[src/shared/msrrc_pkg.sv]
// Package for the range and rate configuration slice: offsets, fields, resets, codes.
// Assumes an 8-bit register port addressed by 7-bit register numbers.
package msrrc_pkg;
    // Register offsets
    localparam logic [6:0] ADDR_ACCEL_FULL_SCALE  = 7'h41;
    localparam logic [6:0] ADDR_GYRO_RATE_FILTER  = 7'h42;
    localparam logic [6:0] ADDR_GYRO_FULL_SCALE   = 7'h43;
    localparam logic [6:0] ADDR_MAG_POLL_RATE     = 7'h44;
    // Register slots, indexed from the lowest offset
    localparam int         NUM_CFG_REGS           = 4;
    localparam int         IDX_ACCEL_FULL_SCALE   = 0;
    localparam int         IDX_GYRO_RATE_FILTER   = 1;
    localparam int         IDX_GYRO_FULL_SCALE    = 2;
    localparam int         IDX_MAG_POLL_RATE      = 3;
    // Field positions inside the registers
    localparam int         ACC_RANGE_MSB          = 3;
    localparam int         ACC_RANGE_LSB          = 0;
    localparam int         GYR_BWP_MSB            = 5;
    localparam int         GYR_BWP_LSB            = 4;
    localparam int         GYR_ODR_MSB            = 3;
    localparam int         GYR_ODR_LSB            = 0;
    localparam int         GYR_RANGE_MSB          = 2;
    localparam int         GYR_RANGE_LSB          = 0;
    localparam int         MAG_ODR_MSB            = 3;
    localparam int         MAG_ODR_LSB            = 0;
    // Read data shown when nothing is read
    localparam logic [7:0] RDATA_IDLE             = 8'h00;
    // Reset values
    localparam logic [7:0] RST_ACCEL_FULL_SCALE   = 8'h03;
    localparam logic [7:0] RST_GYRO_RATE_FILTER   = 8'h28;
    localparam logic [7:0] RST_GYRO_FULL_SCALE    = 8'h00;
    localparam logic [7:0] RST_MAG_POLL_RATE      = 8'h0B;
    // Writable field masks; reserved bits read zero
    localparam logic [7:0] MASK_ACCEL_FULL_SCALE  = 8'h0F;
    localparam logic [7:0] MASK_GYRO_RATE_FILTER  = 8'h3F;
    localparam logic [7:0] MASK_GYRO_FULL_SCALE   = 8'h07;
    localparam logic [7:0] MASK_MAG_POLL_RATE     = 8'h0F;
    // Accelerometer range codes
    localparam logic [3:0] ACC_CODE_2G            = 4'h3;
    localparam logic [3:0] ACC_CODE_4G            = 4'h5;
    localparam logic [3:0] ACC_CODE_8G            = 4'h8;
    localparam logic [3:0] ACC_CODE_16G           = 4'hC;
    // Gyro rate selector limits, rate = 100 Hz / 2^(8 - sel)
    localparam logic [3:0] GYR_ODR_MIN            = 4'h6;
    localparam logic [3:0] GYR_ODR_MAX            = 4'hD;
    localparam logic [3:0] GYR_ODR_BASE           = 4'h8;
    // Gyro bandwidth coefficient: only codes 0..2 carry a bandwidth number
    localparam logic [1:0] GYR_BWP_MAX            = 2'h2;
    // Gyro range code limit
    localparam logic [2:0] GYR_RANGE_MAX          = 3'h4;
    // Mag poll selector limits, rate = 50 Hz / 2^(7 - sel)
    localparam logic [3:0] MAG_ODR_MIN            = 4'h1;
    localparam logic [3:0] MAG_ODR_MAX            = 4'hB;
    localparam logic [3:0] MAG_ODR_BASE           = 4'h7;
    // Error codes
    localparam logic [3:0] ERR_NONE               = 4'h0;
    localparam logic [3:0] ERR_GYRO_RATE_FILTER_CONFIG           = 4'h1;
    localparam logic [3:0] ERR_MAGNETOMETER_POLL_RATE           = 4'h2;
    localparam logic [3:0] ERR_GYR_RANGE          = 4'h3;

    // Decoded accelerometer range
    typedef enum logic [1:0] {
        MSRRC_ACC_2G  = 2'b00,
        MSRRC_ACC_4G  = 2'b01,
        MSRRC_ACC_8G  = 2'b10,
        MSRRC_ACC_16G = 2'b11
    } msrrc_acc_range_t;
endpackage

[src/rtl/msrrc_top.sv]
// Range and rate configuration registers of the inertial sensor.
// Assumes a synchronous register port (one-cycle write/read strobes) from
// the serial host interface, and that the status block owns data-ready flags.
// Decoded settings and the error code are registered, one cycle after a write.
// Reset is synchronous; no power-mode input reaches this slice.
`timescale 1ns/1ps
`default_nettype none

module msrrc_top
    import msrrc_pkg::*;
(
    input  wire logic        clk,
    input  wire logic        reset,
    input  wire logic        reg_wr,
    input  wire logic        reg_rd,
    input  wire logic [6:0]  reg_addr,
    input  wire logic [7:0]  reg_wdata,
    output logic      [7:0]  reg_rdata,
    output logic             reg_hit,
    output logic      [1:0]  accel_range_sel,
    output logic      [1:0]  gyro_bw_coef,
    output logic      [3:0]  gyro_rate_sel,
    output logic             gyro_rate_valid,
    output logic      [2:0]  gyro_range_sel,
    output logic      [3:0]  mag_poll_sel,
    output logic             mag_poll_valid,
    output logic      [3:0]  config_err_code,
    output logic             range_changed
);

    // Register storage, one slot per offset starting at the lowest one
    logic             [7:0] cfg_ff     [NUM_CFG_REGS];
    logic             [7:0] nxt_cfg    [NUM_CFG_REGS];

    // Registered port answers
    logic             [7:0] rdata_ff;
    logic                   hit_ff;
    logic                   chg_ff;
    logic             [3:0] err_ff;

    // Registered decoded configuration
    msrrc_acc_range_t       acc_ff;
    logic             [1:0] bwp_ff;
    logic             [3:0] godr_ff;
    logic                   gval_ff;
    logic             [2:0] grng_ff;
    logic             [3:0] modr_ff;
    logic                   mval_ff;

    // Reset and writable-bit tables, in slot order
    localparam logic [7:0] RST_VAL  [NUM_CFG_REGS] = '{RST_ACCEL_FULL_SCALE, RST_GYRO_RATE_FILTER,
                                                       RST_GYRO_FULL_SCALE, RST_MAG_POLL_RATE};
    localparam logic [7:0] MASK_VAL [NUM_CFG_REGS] = '{MASK_ACCEL_FULL_SCALE, MASK_GYRO_RATE_FILTER,
                                                       MASK_GYRO_FULL_SCALE, MASK_MAG_POLL_RATE};

    // Field views of the reset contents, so the derived flops agree with the registers
    localparam logic [3:0] RST_ACC_CODE = RST_ACCEL_FULL_SCALE[ACC_RANGE_MSB:ACC_RANGE_LSB];
    localparam logic [1:0] RST_BWP      = RST_GYRO_RATE_FILTER[GYR_BWP_MSB:GYR_BWP_LSB];
    localparam logic [3:0] RST_GODR     = RST_GYRO_RATE_FILTER[GYR_ODR_MSB:GYR_ODR_LSB];
    localparam logic [2:0] RST_GRNG     = RST_GYRO_FULL_SCALE[GYR_RANGE_MSB:GYR_RANGE_LSB];
    localparam logic [3:0] RST_MODR     = RST_MAG_POLL_RATE[MAG_ODR_MSB:MAG_ODR_LSB];

    // Address decode, one-hot over the slots; shared by write and read paths
    function automatic logic [3:0] dec_sel(input logic [6:0] a);
        dec_sel = {a == ADDR_MAG_POLL_RATE, a == ADDR_GYRO_FULL_SCALE,
                   a == ADDR_GYRO_RATE_FILTER, a == ADDR_ACCEL_FULL_SCALE};
    endfunction

    // Accelerometer selector decode; unknown codes fall back to 2 g
    function automatic msrrc_acc_range_t acc_decode(input logic [3:0] c);
        acc_decode = (c == ACC_CODE_4G)  ? MSRRC_ACC_4G :
                     (c == ACC_CODE_8G)  ? MSRRC_ACC_8G :
                     (c == ACC_CODE_16G) ? MSRRC_ACC_16G :
                     MSRRC_ACC_2G;
    endfunction

    // Gyro rate legality; the rate follows from the selector alone
    function automatic logic gyr_rate_ok(input logic [3:0] s);
        gyr_rate_ok = (s >= GYR_ODR_MIN) && (s <= GYR_ODR_MAX);
    endfunction

    // Mag poll legality; reserved low and high codes give no poll rate
    function automatic logic mag_rate_ok(input logic [3:0] s);
        mag_rate_ok = (s >= MAG_ODR_MIN) && (s <= MAG_ODR_MAX);
    endfunction

    // Port decode
    wire logic [3:0] sel      = dec_sel(reg_addr);
    wire logic       any_sel  = |sel;
    wire logic       port_acc = reg_rd || reg_wr;
    wire logic [3:0] wr_sel   = sel & {4{reg_wr}};

    // Per-slot next value; reserved bits are dropped on the way in, so they
    // read back as zero even when software ignores the write-zero rule
    genvar gi;
    generate
        for (gi = 0; gi < NUM_CFG_REGS; gi++) begin : g_reg
            assign nxt_cfg[gi] = wr_sel[gi] ? (reg_wdata & MASK_VAL[gi]) : cfg_ff[gi];
            always_ff @(posedge clk) begin
                if (reset) begin
                    cfg_ff[gi] <= RST_VAL[gi];
                end else begin
                    cfg_ff[gi] <= nxt_cfg[gi];
                end
            end
        end
    endgenerate

    // Field views of the next contents; derived outputs follow a write at the same edge
    wire logic [3:0] nxt_acc_code = nxt_cfg[IDX_ACCEL_FULL_SCALE][ACC_RANGE_MSB:ACC_RANGE_LSB];
    wire logic [1:0] nxt_bwp      = nxt_cfg[IDX_GYRO_RATE_FILTER][GYR_BWP_MSB:GYR_BWP_LSB];
    wire logic [3:0] nxt_godr     = nxt_cfg[IDX_GYRO_RATE_FILTER][GYR_ODR_MSB:GYR_ODR_LSB];
    wire logic [2:0] nxt_grng     = nxt_cfg[IDX_GYRO_FULL_SCALE][GYR_RANGE_MSB:GYR_RANGE_LSB];
    wire logic [3:0] nxt_modr     = nxt_cfg[IDX_MAG_POLL_RATE][MAG_ODR_MSB:MAG_ODR_LSB];
    wire msrrc_acc_range_t nxt_acc = acc_decode(nxt_acc_code);

    // Legality of the next settings; no power-mode input exists, by intent
    wire logic nxt_gval = gyr_rate_ok(nxt_godr);
    wire logic nxt_mval = mag_rate_ok(nxt_modr);
    wire logic nxt_bok  = nxt_bwp <= GYR_BWP_MAX;
    wire logic nxt_rok  = nxt_grng <= GYR_RANGE_MAX;

    // Error code is a level of the current settings, not sticky; gyro conf
    // outranks mag, which outranks gyro range, so only one code shows at a time
    wire logic [3:0] nxt_err = !(nxt_gval && nxt_bok) ? ERR_GYRO_RATE_FILTER_CONFIG :
                               !nxt_mval              ? ERR_MAGNETOMETER_POLL_RATE :
                               !nxt_rok               ? ERR_GYR_RANGE : ERR_NONE;

    // Range-change notice only; data-ready flags live in the status block
    // and nothing here can clear them
    wire logic nxt_chg = wr_sel[IDX_ACCEL_FULL_SCALE] || wr_sel[IDX_GYRO_FULL_SCALE];

    // Read mux; wr and rd together return the old contents, since cfg_ff is read
    wire logic [7:0] rd_mux    = sel[IDX_ACCEL_FULL_SCALE] ? cfg_ff[IDX_ACCEL_FULL_SCALE] :
                                 sel[IDX_GYRO_RATE_FILTER] ? cfg_ff[IDX_GYRO_RATE_FILTER] :
                                 sel[IDX_GYRO_FULL_SCALE]  ? cfg_ff[IDX_GYRO_FULL_SCALE] :
                                 sel[IDX_MAG_POLL_RATE]    ? cfg_ff[IDX_MAG_POLL_RATE] : RDATA_IDLE;
    wire logic [7:0] nxt_rdata = reg_rd ? rd_mux : RDATA_IDLE;
    wire logic       nxt_hit   = port_acc && any_sel;

    // Port answers stand for one cycle only
    always_ff @(posedge clk) begin
        if (reset) begin
            rdata_ff <= RDATA_IDLE;
            hit_ff   <= 1'b0;
            chg_ff   <= 1'b0;
        end else begin
            rdata_ff <= nxt_rdata;
            hit_ff   <= nxt_hit;
            chg_ff   <= nxt_chg;
        end
    end

    // Error code; reset contents are legal, so no code after reset
    always_ff @(posedge clk) begin
        if (reset) begin
            err_ff <= ERR_NONE;
        end else begin
            err_ff <= nxt_err;
        end
    end

    // Range selections
    always_ff @(posedge clk) begin
        if (reset) begin
            acc_ff  <= acc_decode(RST_ACC_CODE);
            grng_ff <= RST_GRNG;
        end else begin
            acc_ff  <= nxt_acc;
            grng_ff <= nxt_grng;
        end
    end

    // Gyro rate and filter settings
    always_ff @(posedge clk) begin
        if (reset) begin
            bwp_ff  <= RST_BWP;
            godr_ff <= RST_GODR;
            gval_ff <= gyr_rate_ok(RST_GODR);
        end else begin
            bwp_ff  <= nxt_bwp;
            godr_ff <= nxt_godr;
            gval_ff <= nxt_gval;
        end
    end

    // Mag poll setting
    always_ff @(posedge clk) begin
        if (reset) begin
            modr_ff <= RST_MODR;
            mval_ff <= mag_rate_ok(RST_MODR);
        end else begin
            modr_ff <= nxt_modr;
            mval_ff <= nxt_mval;
        end
    end

    // Outputs straight from the flops
    assign reg_rdata       = rdata_ff;
    assign reg_hit         = hit_ff;
    assign range_changed   = chg_ff;
    assign config_err_code = err_ff;
    assign accel_range_sel = acc_ff;
    assign gyro_bw_coef    = bwp_ff;
    assign gyro_rate_sel   = godr_ff;
    assign gyro_rate_valid = gval_ff;
    assign gyro_range_sel  = grng_ff;
    assign mag_poll_sel    = modr_ff;
    assign mag_poll_valid  = mval_ff;

endmodule

`default_nettype wire

[config.mk]
export PLATFORM = sky130hd
export DESIGN_NAME = msrrc_top
export DESIGN_NICKNAME = d
export VERILOG_FILES = /design/src/shared/msrrc_pkg.sv /design/src/rtl/msrrc_top.sv
export SDC_FILE = /design/constraint.sdc
export NUM_CORES = 1
export LEC_CHECK = 0
export CAP_MARGIN = 20
export CORE_UTILIZATION = 25
export DETAILED_ROUTE_END_ITERATION = 16
export DONT_BUFFER_PORTS = 1
export GPL_TIMING_DRIVEN = 0
export RECOVER_POWER = 25
export SLEW_MARGIN = 30
export SYNTH_ARGS = -nofsm -noshare
export SYNTH_HDL_FRONTEND = slang
export SYNTH_SLANG_ARGS = --single-unit
[constraint.sdc]
create_clock -name clk -period 2.25 [get_ports clk]
set_input_delay 0 -clock clk [delete_from_list [all_inputs] [get_ports clk]]
set_output_delay 0 -clock clk [all_outputs]
set_load 0.005 [all_outputs]
==> impl_results.md <==
- Multi-input logic area: ~860 um2
- First-pass GRT wire length: 6820 um
- GRT overflow: 0
- Area after DPL: 1700 um2
- Drt wl/cell: roughly 16 um
- Longest Clk Path Bufs: 2
- Seq/Total Area, Yosys: 38.9%
- Power Dens Cells: between 600 and 700 nW/um2
- Hpwl dp: 3140 um
- Fraction of registers with async set/reset: 0%
- Top-Level Pins: 50
- Proportion of netlist area held by the largest area contributor: between 30% and 40%
- Final worst path period need: 2.13 ns
- Mapped Avg Cell Area: 9.39 um2
- Tcrit/Tclk final: around 95%
- CTS Hold Buffers Added: 9
- CTS clk-pin slew, worst paths: about 0.07 ns
- Critical Path Start Type: input pin
- CP max FO: 3
- Gate Count Post-Synth: 170
- #FFs+latches synth: 31
- YS warnings: 0
- Top FF cell, synth: dfxtp_1
- Worst Path Arrival: ~2.4 ns
- Static Leak: 0.812 nW
- Status: complete, but fails checks
- Synth area leader: dfxtp_1
- Top cells by area, synth: dfxtp_1 39%, mux2i_1 11%, nor2_1 4.0%
- Crit path top cell by count: dlygate4sd3_1
- Finished Core Util: a little under a third
- Diode count: 0
- Pre-antenna DRT Iters: 4
- Final clock skew: 0.00828 ns
- Die ar.: between 6000 and 7000 um2
- 1st-iter DRT viols: 83
- Routed Antenna Nets: 0
- Synthesized cell area: 1600 um2
- Area occupied by registers: roughly 620 um2
- Max-cap viol count: 0
- Hold WC Path Type: in2reg
- Via density: 5.05
- Share of layout cells above drive strength 1: 16.8%
- CP max-delay cell: dlygate4sd3_1
- Fin nets: 208
- CP Capture Type: flop
- CP Cell Sequence: dlygate4sd3_1 > or3b_2 > dlygate4sd3_1 > nor3_1 > dlygate4sd3_1
- CTS resizes: 0
- Setup repair after global routing missed its margin: false
- Num CTS Buffers: 5
- Distinct cells, synth: 53
- Vias: 1,337
- Initial antenna violation count: 0
- Max-slew headroom: 61.3%
- Port Buffers: 0
- Die height: 81.9 um
- Worst vdd ir: approximately 0.18 mV
- Final Cell Area: ~1900 um2
- DRC Markers: 0
- Violated checks: hold timing
- Final Max Tran Viols: 0
- Post-Route WL: 4220 um
- Largest net degree at the start of global routing: 11
- Achievable Freq: between 400 and 500 MHz
- # rows: 28
- Worst hold slack: -0.00123 ns
- Final Wtd Congestion: around 0.84
- Final Hold Viols: 1
- Starting Density: 26.5%
- CP required: approximately 2.5 ns
- Fillers: 644
- Post-CTS Setup Inserts: 0
- Commonest non-fill, non-tap cell in the layout: dfxtp_1
- Core footprint: 6030 um2
- Vias in the first global route: 1,295
- Class of the most critical setup path: in2reg
- Finish-stage setup viols: 0
- Worst slew pin tran: 0.578 ns
- Area growth from synthesis to layout: 19.6%
- Most frequent cells in the layout: 31 x dfxtp_1, 18 x mux2i_1, 17 x nor2_1
- TritonCTS clock tree: yes
- # clock sinks: 31
- CP peak stage delay: 0.58 ns
- Die width: 81.9 um
- Setup TNS: 0 ns
- Worst-Skew Late Latency: 0.29 ns
- Power Total: 1.21 mW
- GRT Total Usage: 14.0%
- Root Driver: clkbuf_8
- Number of flops mapped to enable cells by yosys: 0
- Htree depth: 2
layer usage:
| layer | track usage, % | vias to the layer above | share of wire (%) |
|---|---|---|---|
| li1 | - | 647 | - |
| met1 | 16.6 | 645 | 44 |
| met2 | 21.2 | 38 | 45 |
| met3 | 7.22 | 7 | 10 |
| met4 | 5.26 | 0 | 1.6 |
| met5 | 0 | - | 0 |
power by group:
group	leakage (nW)	total, mW	internal [mW]	switching, mW
Sequential	0.250	0.552	0.550	0.00140
Clock	0.0612	0.564	0.358	0.206
Combinational	0.500	0.0987	0.0445	0.0542
Total	0.812	1.21	0.953	0.262
cells in the mapped netlist (all sizes together), types with 3 or more instances:
cell and n:
a21oi 4, dfxtp 31, a221oi 3, and3b 4, clkbuf 3, nand2 15, and3 3, nor3b 3
nor3 3, inv 3, nor2 17, buf 12, mux2i 18, o211ai 3, and4 4, o21ai 8
area by class of cell:
class / instances / share of cell area (%)
clock buffer: 6 / 4.33
sequential: 31 / 32.5
timing repair buffer: 9 / 4.72
inverter: 3 / 0.590
buffer: 16 / 6.09
multi-input combinational: 123 / 45.0
tap: 75 / 4.91
clock inverter: 2 / 1.83
worst paths after layout:
| path | end | slack, ns | cells after the start | start |
|---|---|---|---|---|
| worst min-delay path | cfg_ff[0][2] | -0.001 | 3 | reg_wdata[2] |
| worst max-delay path | reg_hit | 0.12 | 5 | reg_addr[4] |
| worst max register to register | config_err_code[1] | 0.81 | 4 | cfg_ff[3][0] |
| worst min register to register | cfg_ff[0][2] | 0.54 | 2 | cfg_ff[0][2] |
through the flow:
stage               instances  worst slack [ns]
floorplan                 173             0.961
global placement          248             0.790
detailed placement        248             0.766
CTS                       265             0.121
global route              265            0.0424
finish                    265             0.118
critical path, delay by kind of cell:
family / cells / cell delay [ns]
and+or+nand+nor: 2 / 0.66
buffers and inverters: 3 / 1.69
registers in the layout, summed over array words and instances, names as in the netlist:
name             count
cfg_ff              12
gyro_rate_valid      1
mag_poll_valid       1
range_changed        1
reg_rdata            6
config_err_code      2
reg_hit              1
gyro_bw_coef         2
gyro_rate_sel        3
accel_range_sel      2
logic make-up after synthesis:
logic type,Yosys count,share of synthesized area [%]
AOI/OAI and AO/OA,31,13.1
xor gates and xnor gates,3,1.65
buffers and inverters,19,7.99
DFF,31,38.9
muxes,18,11.3
other,1,0.235
and+or+nand+nor,67,26.9
(Power assumes the default switching activity.)
